==> src/common/dior_regs.svh <==
// Offsets, field positions, reset values and timing counts of the register bank
`ifndef DIOR_REGS_SVH
`define DIOR_REGS_SVH
// Register offsets on the register port
`define DIOR_OFF_STATE    8'h00
`define DIOR_OFF_DRIVE    8'h02
`define DIOR_OFF_CNT1     8'h04
`define DIOR_OFF_CNT2     8'h06
`define DIOR_OFF_AIN      8'h08
`define DIOR_OFF_AOUT     8'h0A
`define DIOR_OFF_FILT     8'h0C
`define DIOR_OFF_CCFG     8'h0E
`define DIOR_OFF_LATCH    8'h10
`define DIOR_OFF_ACK      8'h12
`define DIOR_OFF_AFILT    8'h16
`define DIOR_OFF_ARANGE   8'h18
`define DIOR_OFF_ALOW     8'h1A
`define DIOR_OFF_AHIGH    8'h1C
`define DIOR_OFF_AMON     8'h1F
// Byte positions inside the cyclic bus-controller object
`define DIOR_CAN_STATE    8'h00
`define DIOR_CAN_CNT1     8'h02
`define DIOR_CAN_CNT2     8'h04
`define DIOR_CAN_AIN      8'h06
`define DIOR_CAN_DRIVE    8'h00
`define DIOR_CAN_AOUT     8'h02
// Counter configuration fields
`define DIOR_CCFG_RATE_LSB 0
`define DIOR_CCFG_CLR1     4
`define DIOR_CCFG_CLR2     5
`define DIOR_CCFG_MODE_LSB 6
// Filter setting limits
`define DIOR_FILT_MAX     8'hFA
`define DIOR_FILT_STEP    9'h002
// Reset values and the gate time saturation limit
`define DIOR_RST_CFG      8'h00
`define DIOR_RST_ALOW     16'h8000
`define DIOR_RST_AHIGH    16'h7FFF
`define DIOR_GATE_MAX     17'h0FFFF
// Timing
`define DIOR_CLK_HZ       40000000
`define DIOR_SAMPLE_US    200
`define DIOR_SAMPLE_CYC   ((`DIOR_CLK_HZ / 1000000) * `DIOR_SAMPLE_US)
// Phase increment of the gate-clock generator for a rate in Hz
`define DIOR_INC(f)       26'(((64'(f)) << 24) / 64'(`DIOR_CLK_HZ))
`endif

==> src/common/dior_pkg.sv <==
// Types shared by the register bank modules
`default_nettype none
package dior_pkg;
  // Gate measurement states, one-hot
  typedef enum logic [1:0] {
    DIOR_G_IDLE = 2'b01,
    DIOR_G_RUN  = 2'b10
  } dior_gate_type;
  // Operating mode of the second counter
  typedef enum logic [1:0] {
    DIOR_M_EVENT = 2'b00,
    DIOR_M_GATE  = 2'b01
  } dior_mode_type;
endpackage
`default_nettype wire

==> src/dior_top.sv <==
// Digital register bank: inputs, filter, counters, latches and mapped settings
//
// Operation
// Filter setting zero off, step 100 us
// Settings above 250 clamp to 25 ms
// One filter setting for all inputs
// Input levels in state bits 0..3
// Output faults in state bits 4..5
// Counter one event only, two selectable
// Mode bits 6..7 select event or gate
// Bits 0..3 pick gate counting clock
// Clear bit rising edge clears counter
// Setup and clear bits share one register
// Latch captures filtered input state
// Host acks latch with one bits
// Bus-controller mode uses object byte positions
// Event counter counts falling edges
// Gate times rise to fall, saturates
// Host rewrites setup with clear bit
// Inputs sampled every 200 us
// Latch stays set until acknowledged
`include "dior_regs.svh"
`default_nettype none
module dior_top
  import dior_pkg::*;
#(
  parameter int SAMPLE_CYC = `DIOR_SAMPLE_CYC
) (
  // Clock, reset, enable
  input  wire logic        mclk,
  input  wire logic        resetn,
  input  wire logic        clk_en,
  // Register port
  input  wire logic        reg_wr,
  input  wire logic        reg_rd,
  input  wire logic [7:0]  reg_addr,
  input  wire logic [31:0] reg_wdata,
  input  wire logic        can_mode,
  output var  logic [31:0] reg_rdata,
  // Pins
  input  wire logic [3:0]  din_pin,
  input  wire logic [1:0]  out_fault_pin,
  // Analog front end
  input  wire logic [15:0] adc_value,
  input  wire logic [7:0]  adc_monitor,
  // Outputs to the I/O stage
  output var  logic [1:0]  out_drive,
  output var  logic [15:0] dac_value,
  output var  logic [7:0]  afilt_cfg,
  output var  logic [7:0]  arange_cfg,
  output var  logic [15:0] alow_lim,
  output var  logic [15:0] ahigh_lim
);
  logic [5:0]    s1_q, s2_q, s3_q;   // Pin synchroniser stages
  logic [5:0]    pin_q;              // Agreed pin levels
  logic [12:0]   smp_cnt_q;          // Sample interval counter
  logic          smp_q;              // Sample strobe
  logic [7:0]    filt_set_q;         // Common filter setting
  logic [7:0]    delay_eff;          // Clamped delay
  logic [3:0]    filt;               // Filtered inputs
  logic [3:0]    filt_prev_q;        // Filtered inputs, one cycle late
  logic [3:0]    latch_q;            // Latched inputs
  logic [7:0]    ccfg_q;             // Counter setup and clear bits
  logic [15:0]   cnt1_q, cnt2_q;     // Counter values
  dior_gate_type gate_q;             // Gate measurement state
  logic [23:0]   nco_q;              // Gate clock phase
  logic [16:0]   gate_acc_q;         // Gate time accumulator
  logic [25:0]   nco_inc, nco_sum;   // Phase step and sum
  logic [16:0]   gate_nxt;           // Accumulator after this cycle
  logic [7:0]    eaddr;              // Effective register offset
  logic          wr_ccfg, clr1, clr2;
  logic [3:0]    fall, rise;
  logic          gate_mode;

  // Synchronise pins: three stages, change taken when stages two and three agree
  always_ff @(posedge mclk) begin
    if (!resetn) begin
      s1_q  <= 6'h00;
      s2_q  <= 6'h00;
      s3_q  <= 6'h00;
      pin_q <= 6'h00;
    end else if (clk_en) begin
      s1_q <= {out_fault_pin, din_pin};
      s2_q <= s1_q;
      s3_q <= s2_q;
      pin_q <= (~(s2_q ^ s3_q) & s2_q) | ((s2_q ^ s3_q) & pin_q);
    end
  end

  // sample strobe every interval
  always_ff @(posedge mclk) begin
    if (!resetn) begin
      smp_cnt_q <= 13'h0000;
      smp_q     <= 1'b0;
    end else if (clk_en) begin
      smp_q <= (smp_cnt_q == 13'(SAMPLE_CYC - 1));
      if (smp_cnt_q == 13'(SAMPLE_CYC - 1)) begin
        smp_cnt_q <= 13'h0000;
      end else begin
        smp_cnt_q <= smp_cnt_q + 13'h0001;
      end
    end
  end

  // clamp the delay to 25 ms
  assign delay_eff = (filt_set_q > `DIOR_FILT_MAX) ? `DIOR_FILT_MAX : filt_set_q;

  // one clamped setting drives every channel filter
  for (genvar i = 0; i < 4; i++) begin : g_filt
    dior_in_filter u_filt (
      .mclk   (mclk),
      .resetn (resetn),
      .clk_en (clk_en),
      .raw    (pin_q[i]),
      .sample (smp_q),
      .delay  (delay_eff),
      .filt   (filt[i])
    );
  end

  // Edge detection on filtered inputs
  always_ff @(posedge mclk) begin
    if (!resetn) begin
      filt_prev_q <= 4'h0;
    end else if (clk_en) begin
      filt_prev_q <= filt;
    end
  end
  assign fall = filt_prev_q & ~filt;
  assign rise = ~filt_prev_q & filt;

  // in bus-controller mode the address is a byte position in the object
  always_comb begin
    eaddr = reg_addr;
    if (can_mode) begin
      eaddr = 8'hFF;
      if (reg_wr) begin
        case (reg_addr)
          `DIOR_CAN_DRIVE: eaddr = `DIOR_OFF_DRIVE;
          `DIOR_CAN_AOUT:  eaddr = `DIOR_OFF_AOUT;
          default:         eaddr = 8'hFF;
        endcase
      end else begin
        case (reg_addr)
          `DIOR_CAN_STATE: eaddr = `DIOR_OFF_STATE;
          `DIOR_CAN_CNT1:  eaddr = `DIOR_OFF_CNT1;
          `DIOR_CAN_CNT2:  eaddr = `DIOR_OFF_CNT2;
          `DIOR_CAN_AIN:   eaddr = `DIOR_OFF_AIN;
          default:         eaddr = 8'hFF;
        endcase
      end
    end
  end

  // clears come from rising edges of bits written to the setup register
  assign wr_ccfg = reg_wr && (eaddr == `DIOR_OFF_CCFG);
  assign clr1 = wr_ccfg && reg_wdata[`DIOR_CCFG_CLR1] && !ccfg_q[`DIOR_CCFG_CLR1];
  assign clr2 = wr_ccfg && reg_wdata[`DIOR_CCFG_CLR2] && !ccfg_q[`DIOR_CCFG_CLR2];
  // mode field selects gate measurement
  assign gate_mode = (ccfg_q[`DIOR_CCFG_MODE_LSB +: 2] == DIOR_M_GATE);

  // Writable registers
  always_ff @(posedge mclk) begin
    if (!resetn) begin
      out_drive  <= 2'b00;
      dac_value  <= 16'h0000;
      filt_set_q <= `DIOR_RST_CFG;
      ccfg_q     <= `DIOR_RST_CFG;
      afilt_cfg  <= `DIOR_RST_CFG;
      arange_cfg <= `DIOR_RST_CFG;
      alow_lim   <= `DIOR_RST_ALOW;
      ahigh_lim  <= `DIOR_RST_AHIGH;
    end else if (clk_en && reg_wr) begin
      case (eaddr)
        `DIOR_OFF_DRIVE:  out_drive  <= reg_wdata[1:0];
        `DIOR_OFF_AOUT:   dac_value  <= reg_wdata[15:0];
        `DIOR_OFF_FILT:   filt_set_q <= reg_wdata[7:0];
        `DIOR_OFF_CCFG:   ccfg_q     <= reg_wdata[7:0];
        `DIOR_OFF_AFILT:  afilt_cfg  <= reg_wdata[7:0];
        `DIOR_OFF_ARANGE: arange_cfg <= reg_wdata[7:0];
        `DIOR_OFF_ALOW:   alow_lim   <= reg_wdata[15:0];
        `DIOR_OFF_AHIGH:  ahigh_lim  <= reg_wdata[15:0];
        default: begin
        end
      endcase
    end
  end

  // latch sets from the filtered level, a set beats a same-cycle ack
  always_ff @(posedge mclk) begin
    if (!resetn) begin
      latch_q <= 4'h0;
    end else if (clk_en) begin
      // acknowledge clears only channels written with one
      if (reg_wr && (eaddr == `DIOR_OFF_ACK)) begin
        latch_q <= (latch_q & ~reg_wdata[3:0]) | filt;
      end else begin
        latch_q <= latch_q | filt;
      end
    end
  end

  // counter one counts falling edges of input one only
  always_ff @(posedge mclk) begin
    if (!resetn) begin
      cnt1_q <= 16'h0000;
    end else if (clk_en) begin
      if (clr1) begin
        cnt1_q <= 16'h0000;
      end else if (fall[0]) begin
        cnt1_q <= cnt1_q + 16'h0001;
      end
    end
  end

  // phase step of the selected gate counting clock
  always_comb begin
    case (ccfg_q[`DIOR_CCFG_RATE_LSB +: 4])
      4'h1:    nco_inc = `DIOR_INC(3000000);
      4'h2:    nco_inc = `DIOR_INC(187500);
      4'h3:    nco_inc = `DIOR_INC(24000000);
      4'h4:    nco_inc = `DIOR_INC(12000000);
      4'h5:    nco_inc = `DIOR_INC(6000000);
      4'h6:    nco_inc = `DIOR_INC(1500000);
      4'h7:    nco_inc = `DIOR_INC(750000);
      4'h8:    nco_inc = `DIOR_INC(375000);
      default: nco_inc = `DIOR_INC(48000000);
    endcase
  end
  assign nco_sum = {2'b00, nco_q} + nco_inc;
  // accumulate whole counting-clock periods, saturate at the top
  always_comb begin
    gate_nxt = gate_acc_q + {15'h0000, nco_sum[25:24]};
    if (gate_nxt > `DIOR_GATE_MAX) begin
      gate_nxt = `DIOR_GATE_MAX;
    end
  end

  // Counter two: event count on input three or gate timing on input four
  always_ff @(posedge mclk) begin
    if (!resetn) begin
      cnt2_q     <= 16'h0000;
      gate_q     <= DIOR_G_IDLE;
      nco_q      <= 24'h000000;
      gate_acc_q <= 17'h00000;
    end else if (clk_en) begin
      if (!gate_mode) begin
        gate_q <= DIOR_G_IDLE;
        if (clr2) begin
          cnt2_q <= 16'h0000;
        // event mode counts falling edges
        end else if (fall[2]) begin
          cnt2_q <= cnt2_q + 16'h0001;
        end
      end else begin
        case (gate_q)
          DIOR_G_IDLE: begin
            // Start timing on the rising edge
            if (rise[3]) begin
              gate_q     <= DIOR_G_RUN;
              nco_q      <= 24'h000000;
              gate_acc_q <= 17'h00000;
            end
          end
          DIOR_G_RUN: begin
            nco_q      <= nco_sum[23:0];
            gate_acc_q <= gate_nxt;
            // store the result on the falling edge
            if (fall[3]) begin
              gate_q <= DIOR_G_IDLE;
              cnt2_q <= gate_acc_q[15:0];
            end
          end
          default: gate_q <= DIOR_G_IDLE;
        endcase
        if (clr2) begin
          cnt2_q <= 16'h0000;
        end
      end
    end
  end

  // Read data, registered; write-only and unmapped offsets read zero
  always_ff @(posedge mclk) begin
    if (!resetn) begin
      reg_rdata <= 32'h00000000;
    end else if (clk_en && reg_rd) begin
      case (eaddr)
        // input levels low, output faults above
        `DIOR_OFF_STATE: reg_rdata <= {26'h0000000, pin_q[5:4], filt};
        `DIOR_OFF_CNT1:  reg_rdata <= {16'h0000, cnt1_q};
        `DIOR_OFF_CNT2:  reg_rdata <= {16'h0000, cnt2_q};
        `DIOR_OFF_AIN:   reg_rdata <= {16'h0000, adc_value};
        `DIOR_OFF_LATCH: reg_rdata <= {28'h0000000, latch_q};
        `DIOR_OFF_AMON:  reg_rdata <= {24'h000000, adc_monitor};
        default:         reg_rdata <= 32'h00000000;
      endcase
    end
  end
endmodule
`default_nettype wire

==> src/dior_in_filter.sv <==
// Software input filter for one digital input channel
`include "dior_regs.svh"
`default_nettype none
module dior_in_filter
  import dior_pkg::*;
(
  // Clock and reset
  input  wire logic       mclk,
  input  wire logic       resetn,
  input  wire logic       clk_en,
  // Channel
  input  wire logic       raw,
  input  wire logic       sample,
  input  wire logic [7:0] delay,
  output var  logic       filt
);
  logic [8:0] run_q;  // Time the input has differed, in setting steps

  // Accept a new level only after it held for the delay
  always_ff @(posedge mclk) begin
    if (!resetn) begin
      run_q <= 9'h000;
      filt  <= 1'b0;
    end else if (clk_en) begin
      if (delay == 8'h00) begin
        // Filter off: follow the synchronised pin
        run_q <= 9'h000;
        filt  <= raw;
      end else if (sample) begin
        if (raw == filt) begin
          run_q <= 9'h000;
        end else if (run_q + `DIOR_FILT_STEP >= {1'b0, delay}) begin
          run_q <= 9'h000;
          filt  <= raw;
        end else begin
          run_q <= run_q + `DIOR_FILT_STEP;
        end
      end
    end
  end
endmodule
`default_nettype wire

==> config.mk <==
export PLATFORM = sky130hd
export DESIGN_NAME = dior_top
export DESIGN_NICKNAME = d
export VERILOG_FILES = /design/src/common/dior_pkg.sv /design/src/dior_top.sv /design/src/dior_in_filter.sv
export VERILOG_INCLUDE_DIRS = /design/src /design/src/common
export SDC_FILE = /design/constraint.sdc
export NUM_CORES = 1
export LEC_CHECK = 0
export BUFFER_PORTS_ARGS = -buffer_cell sky130_fd_sc_hd__clkbuf_2
export CELL_PAD_IN_SITES_DETAIL_PLACEMENT = 1
export CELL_PAD_IN_SITES_GLOBAL_PLACEMENT = 1
export CORE_UTILIZATION = 47
export DETAILED_ROUTE_END_ITERATION = 6
export MAX_ROUTING_LAYER = met4
export PLACE_DENSITY_LB_ADDON = 0.1
export SYNTH_ARGS = -nofsm -noshare
export SYNTH_HDL_FRONTEND = slang
export SYNTH_SLANG_ARGS = --single-unit
==> constraint.sdc <==
create_clock -name mclk -period 7.4 [get_ports mclk]
set_input_delay 0 -clock mclk [delete_from_list [all_inputs] [get_ports mclk]]
set_output_delay 0 -clock mclk [all_outputs]
set_load 0.05 [all_outputs]
==> flow_summary_export.csv, run 1 <==
group,metric,value,unit
layout,fill_cells,3426,
pwr,pwr-share-seq,43.8,%
cts,cts_sinks,266,
worst_hold_path,hold_depth,5,
synth,synth_top_area_share,38.85,%
timing,hold_viol,0,
pwr,powerDensity,202.6,nW/um^2
worst_hold_path,holdPathEnd,"cnt1_q[0]",
synth,yosys.cell_types.count,81,
timing,rsz0062_at_grt,"no",
timing,setup_viol,0,
routing,ant_nets,0,
critical_path,cpPeakStageDelay,0.45,ns
cts,cts-resized-gates,0,
global_routing,grt_start_max_net_pins,79,
critical_path,critical_path_peak_fanout,12,
worst_hold_path,hold_start,"reg_wr",
pwr,leakagePower,6.765,nW
critical_path,end_kind,"register",
pwr,clockPowerShare,51.5,%
job,drv_cap,0,
critical_path,r2r.worst_path.cells,23,
synth,yosys.area.top_type,"dfxtp_1",
placement,portBuffers,141,
critical_path,crit_top_cell,"and3_1",
global_routing,grt_pass1_vias,13220,
cts,clk_path_buf_depth,3,
synth,synth_most_common_cell,"dfxtp_1",
timing,whs,0.06127,ns
timing,worst-slew-pin-transition,1.193,ns
cts,path_clk_slew,0.06,ns
die,rows,62,
die,initial_core_util,47.75,%
critical_path,crit_arrival,6.23,ns
status,outcome,"finished clean",
die,core_region_area,28700,sq um
synth,synthCells,1623,
synth,synth_warnings,0,
synth,synth_area_leaders,"dfxtp_1 (39%), mux2i_1 (7.7%), nor2_1 (6.9%)",
critical_path,slowest_stage,"dfxtp_1",
cts,cts_tree,"built",
routing,wl_per_cell,19.51,microns
pwr,ir_worst_vdd,0.1934,mV
cts,insertion_delay,0.59,ns
critical_path,critPathLaunchType,"register",
critical_path,rrSetupSlack,1.68,ns
timing,slew_violations,0,
global_routing,antenna_found_initial,0,
layout,syn_to_final_growth,18.63,%
pwr,internal_power,2.516,mW
timing,fin_skew,0.01765,ns
routing,route.detailed.drc,0,
placement,dp_hpwl,27370,microns
cts,postCtsSetupRepairBufs,0,
critical_path,required,7.90,ns
synth,seq_area_frac_synth,38.85,%
global_routing,grt_pass1_wl,69340,microns
layout,final_core_util,56.65,%
placement,gp_congestion,0.8368,
timing,fmax,0.1747,GHz
synth,synth_seq_cells,266,
routing,drtIter0Drc,699,
synth,ys_async_sr_fraction,0,%
timing,tns,0,ns
routing,via_per_inst,5.796,
worst_hold_path,hold_class,"in2reg",
routing,drtPass1Iterations,6,
critical_path,path_class,"reg2reg",
critical_path,path_delay_family,"simple AND/OR/NAND/NOR gates",
pwr,p_comb_share,4.7,%
synth,ys.flop_type,"dfxtp_1",
layout,drive_gt1_share,13.38,%
global_routing,gr-total-overflow,0,
timing,worst_slack,1.676,ns
die,dieArea,29850,sq um
layout,nNetsFinal,1917,
cts,hold_buffers,53,
critical_path,cp_num_buf_inv,3,
routing,finalWirelength,42630,microns
synth,synth_commonest_cells,"dfxtp_1 (266), nor2_1 (251), nand2_1 (128), mux2i_1 (105), a21oi_1 (102)",
critical_path,r2r-start,"nco_inc[16]",
synth,avgSynthCellArea,8.445,sq um
cts,htreeDepth,1,
pwr,swShare,23.61,%
global_routing,grt_usage,29.12,%
critical_path,reg2reg_to,"gate_acc_q[1]",
routing,vias,12670,
critical_path,crit_path_cell_trace,"ha_1 > inv_1 > fa_1 > nor2b_1 > o31ai_1 > a211o_1 > a211oi_1 > nor3_1 > o31a_1 > nor4_1 > nand4b_1 > ha_1 > inv_1 > fa_1 > and3b_1 > and3_1 > and3_1 > and3_1 > nand3_1 > xnor2_1 > buf_4 > o21ai_0 > a21oi_1",
cts,cts_buffers,30,
die,die_w,172.8,microns
die,io_pins,174,
synth,mappedNetlistArea,13710,sq um
timing,finalCriticalPeriod,5.725,ns
placement,pre_cts_slack,1.819,ns
layout,antennaDiodeCount,0,
pwr,power.switching,777.7,uW
synth,synth-edff-count,0,
cts,root_buffer,"clkbuf_16",
timing,finalCritPeriodShare,77.36,%
die,die_height,172.8,microns
timing,slew-limit-headroom,20.37,%
state kept, by name (all words and copies together) (netlist names), 8 cells and up:
name                 flops
alow_lim                16
dac_value               16
arange_cfg               8
afilt_cfg                8
nco_inc                 12
smp_cnt_q               13
reg_rdata               16
cnt1_q                  16
g_filt.u_filt.run_q     32
nco_q                   24
ahigh_lim               16
ccfg_q                   8
gate_acc_q              17
cnt2_q                  16
filt_set_q               8
placed cells by master (no fill, tap or decap), types with 19 or more instances in the layout:
cell           netlist  layout
mux2i_1            105     105
inv_1               30      30
clkbuf_16            0      30
nand2_1            128     128
xnor2_1             38      38
nor2b_1             27      27
and3_1              30      30
nand3_1             50      50
o21ai_0             82      81
ha_1                61      61
a21oi_1            102     102
a22oi_1             23      23
dfxtp_1            266     266
clkbuf_2             0     141
nor3_1              23      22
nand4_1             19      19
nor2_1             251     251
dlygate4sd3_1        0      53
xor2_1              36      36
a21o_1              20      20
worst register-to-register path, stage by stage, from the launching register on:
cell	delay, ns
dfxtp_1	0.45
ha_1	0.22
inv_1	0.06
fa_1	0.37
nor2b_1	0.21
o31ai_1	0.16
a211o_1	0.33
a211oi_1	0.30
nor3_1	0.14
o31a_1	0.37
nor4_1	0.20
nand4b_1	0.15
ha_1	0.19
inv_1	0.06
fa_1	0.40
and3b_1	0.26
and3_1	0.20
and3_1	0.20
and3_1	0.32
nand3_1	0.13
xnor2_1	0.38
buf_4	0.27
o21ai_0	0.12
a21oi_1	0.16
metrics by stage:
| step | cell area [sq um] | power [mW] | std cells |
|---|---|---|---|
| 2_1_floorplan | 13760 | 1.562 | 1638 |
| 3_5_place_dp | 14600 | 1.607 | 2077 |
| 5_1_grt | 16260 | 3.384 | 2185 |
| 4_1_cts | 16260 | 3.311 | 2185 |
| 6_report | 16260 | 3.294 | 2185 |
| 3_3_place_gp | 14600 | 1.605 | 2077 |
metal layers:
layer,GRT usage (%),vias up,wire (microns)
li1,-,6047,-
met1,35.72,6248,18950
met2,49.92,278,20840
met3,3.694,92,1611
met4,8.591,0,1228
met5,-,-,0
how the worst max path moves through the flow:
stage,from,end,slack [ns],depth (start not counted)
after global placement,nco_inc[16],gate_acc_q[10],1.96,23
final,nco_inc[16],gate_acc_q[1],1.68,23
after detailed placement,nco_inc[16],gate_acc_q[1],1.82,23
after CTS,nco_inc[16],gate_acc_q[1],1.68,23
after floorplan,nco_inc[16],gate_acc_q[0],2.58,24
after global routing,nco_inc[16],gate_acc_q[1],1.26,23
layout make-up:
cell class,instances,area [sq um],share of cell area (%)
multi-input combinational,1240,7858,48.33
timing repair buffer,208,1341,8.249
clock buffer,35,809.5,4.979
sequential,266,5325,32.75
tap,384,480.5,2.955
clock inverter,20,320.3,1.970
inverter,32,125.1,0.7695
power groups by stage:
stage | Combinational, mW | Sequential [mW] | Clock, mW
after floorplan | 0.0850 | 1.48 | 0
after global placement | 0.131 | 1.47 | 0
after detailed placement | 0.133 | 1.47 | 0
after CTS | 0.152 | 1.44 | 1.72
after global routing | 0.163 | 1.44 | 1.78
final | 0.154 | 1.44 | 1.70
kinds of logic after synthesis:
family	count (synthesis)	synth area share (%)
compound gates	360	17.00
xor+xnor	74	4.729
fa+ha+maj	63	5.861
buf+inv	132	4.291
flops	266	38.85
mux	107	7.833
other cells	1	0.02736
simple gates	620	21.41
No activity file was read; power rests on OpenSTA's default activity.
==> run 2, diff against run 1 <==
Settings changed: ABC_AREA from default to 1, CORE_UTILIZATION 47 to 38.
Clock period 7.4 ns to 4.9 ns, I/O delays scaled along.
==> flow_summary_export.csv, run 2 <==
group,metric,value,unit
synth,avgSynthCellArea,7.056,sq um
synth,mappedNetlistArea,13970,sq um
global_routing,antenna_found_initial,1,
layout,drive_gt1_share,13.07,%
global_routing,grt_pass1_vias,14120,
synth,ys.flop_type,"dfxtp_1",
die,core_region_area,35910,sq um
cts,root_buffer,"clkbuf_16",
cts,insertion_delay,0.54,ns
critical_path,required,5.29,ns
critical_path,slowest_stage,"dfxtp_2",
cts,clk_path_buf_depth,3,
timing,fmax,0.2258,GHz
cts,cts_buffers,35,
synth,synth_warnings,0,
synth,yosys.area.top_type,"dfxtp_1",
synth,synth_commonest_cells,"nand2_1 (425), dfxtp_1 (266), a21oi_1 (233), nor2_1 (201), inv_1 (191)",
die,initial_core_util,38.90,%
critical_path,crit_path_cell_trace,"ha_1 > inv_1 > fa_1 > inv_1 > nand2_1 > a21oi_1 > nand3_1 > nand3_1 > a221oi_2 > xnor2_1 > ha_1 > inv_1 > fa_1 > nor2_1 > nand2_1 > nor3_2 > nand2_1 > nor3_2 > nand2_1 > nor3b_2 > xor2_2 > inv_2 > o21ai_0 > a21oi_1",
placement,dp_hpwl,30750,microns
timing,worst-slew-pin-transition,0.9668,ns
routing,ant_nets,0,
routing,vias,13640,
critical_path,path_class,"reg2reg",
routing,drtIter0Drc,602,
routing,wl_per_cell,16.58,microns
timing,hold_viol,0,
layout,stdcell_area,16530,sq um
routing,via_per_inst,5.191,
die,io_pins,174,
layout,top_register,"g_filt.u_filt.run_q",
critical_path,cp_num_buf_inv,4,
timing,slew_violations,0,
critical_path,path_delay_family,"simple AND/OR/NAND/NOR gates",
die,die_height,193.7,microns
global_routing,grt_util_met3,3.027,%
cts,cts_tree,"built",
synth,seq_area_frac_synth,38.12,%
global_routing,grt_use_met2,40.09,%
critical_path,crit_arrival,4.82,ns
global_routing,gr-total-overflow,0,
pwr,leakagePower,7.148,nW
routing,drtPass1Iterations,5,
pwr,powerDensity,300.2,nW/um^2
global_routing,grt_usage,23.94,%
global_routing,use_met1,29.81,%
layout,final_common_cell,"nand2_1",
placement,place_inst,2526,
global_routing,busiest_layer,"met2",
synth,ys_async_sr_fraction,0,%
timing,tns,0,ns
synth,yosys.cell_types.count,54,
global_routing,grt_start_max_net_pins,90,
die,die_w,193.7,microns
timing,fin_skew,0.01728,ns
synth,synth_area_leaders,"dfxtp_1 (38%), nand2_1 (11%), a21oi_1 (8.3%)",
status,outcome,"finished clean",
synth,synth_seq_cells,266,
layout,fill_cells,4641,
cts,path_clk_slew,0.06,ns
layout,syn_to_final_growth,18.32,%
layout,largest_reg_flops,32,
job,drv_cap,0,
worst_hold_path,hold_class,"in2reg",
critical_path,crit_top_cell,"nand2_1",
layout,reg.largest.list,"g_filt.u_filt.run_q x32, nco_q x24, gate_acc_q x17",
timing,finalCriticalPeriod,4.428,ns
placement,place_area,14980,sq um
synth,synth_top_area_share,38.12,%
critical_path,critPathLaunchType,"register",
pwr,ir_worst_vdd,0.1978,mV
critical_path,end_kind,"register",
placement,portBuffers,141,
die,rows,69,
synth,synth_most_common_cell,"nand2_1",
layout,nNetsFinal,2288,
layout,final_cells,2628,
routing,finalWirelength,43560,microns
die,dieArea,37540,sq um
timing,setup_viol,0,
critical_path,critical_path_peak_fanout,8,
timing,slew-limit-headroom,35.05,%
layout,final_core_util,46.03,%
cts,cts_sinks,266,
layout,final_cell_mix,"nand2_1 (425), dfxtp_1 (263), a21oi_1 (233)",
cts,htreeDepth,2,
synth,synthCells,1980,
timing,finalCritPeriodShare,90.37,%
routing,route.detailed.drc,0,
critical_path,cpPeakStageDelay,0.41,ns
synth,synth-edff-count,0,
placement,gp_congestion,0.8054,
global_routing,grt_pass1_wl,71640,microns
[run 2: changes by cell type after synthesis, moves of 17 or more]
cell / before / now
nand3_1: 50 / 84
o21ai_0: 82 / 183
a21oi_1: 102 / 233
a21o_1: 20 / 3
a22oi_1: 23 / 0
nand2_1: 128 / 425
xnor2_1: 38 / 9
nor2b_1: 27 / 0
and3_1: 30 / 0
nor2_1: 251 / 201
mux2i_1: 105 / 0
inv_1: 30 / 191
[run 2: cells by family after synthesis]
family | share of synthesized area (%)
DFF | 38.12
adders and majority gates | 5.750
buffers and inverters | 8.526
AOI/OAI and AO/OA | 18.57
and+or+nand+nor | 26.39
other | 0.02684
xor gates and xnor gates | 2.624
[run 2: timing repair]
action / 4_1_cts / 5_1_grt
setup buffers: 0 / 1
endpoints found under the hold margin: 103 / 0
setup endpoints to repair: 0 / 16
hold buffers: 46 / 0
resized for setup: 0 / 4
[run 2: routing by layer]
layer	routed length, microns	up-vias
li1	-	6846
met1	20580	6528
met2	20540	189
met3	1439	79
met4	1002	0
met5	0	-
[run 2: worst reg2reg max path: stages, from the launching register on]
cell and delay, ns:
dfxtp_2 0.41, ha_1 0.17, inv_1 0.07, fa_1 0.36
inv_1 0.08, nand2_1 0.08, a21oi_1 0.20, nand3_1 0.10
nand3_1 0.17, a221oi_2 0.09, xnor2_1 0.17, ha_1 0.19
inv_1 0.05, fa_1 0.39, nor2_1 0.12, nand2_1 0.09
nor3_2 0.15, nand2_1 0.11, nor3_2 0.19, nand2_1 0.15
nor3b_2 0.25, xor2_2 0.29, inv_2 0.14, o21ai_0 0.19
a21oi_1 0.08
[run 2: through the flow]
step	setup WS, ns	hold WS, ns	total power [mW]
5_1_grt	-0.005191	0.1060	5.153
6_report	0.4717	0.08561	4.962
4_1_cts	0.2693	0.04699	5.035
2_1_floorplan	0.8788	0.1132	2.471
3_3_place_gp	0.4140	0.2278	2.556
3_5_place_dp	0.3458	0.2346	2.563
[run 2: final timing paths]
check,slack [ns],end,cells after the start,start
setup reg to reg,0.47,gate_acc_q[0],24,nco_inc[16]
setup / recovery,0.47,gate_acc_q[0],24,nco_inc[16]
hold / removal,0.09,ccfg_q[5],6,reg_addr[5]
hold reg to reg,0.46,g_filt[3].u_filt.run_q[8],2,g_filt[3].u_filt.run_q[8]
[run 2: final cells by class]
type	count	area, sq um	area share, %
antenna	1	2.502	0.01514
clock buffer	44	989.7	5.987
clock inverter	10	78.83	0.4768
inverter	207	778.2	4.708
multi-input combinational	1440	7517	45.47
sequential	266	5329	32.24
tap	461	576.8	3.489
timing repair buffer	199	1259	7.614
[run 2: where the power goes]
group / switching, mW / total (mW) / internal (mW)
clock: 0.997 / 2.42 / 1.42
combinational: 0.232 / 0.330 / 0.0985
sequential: 0.0221 / 2.21 / 2.19
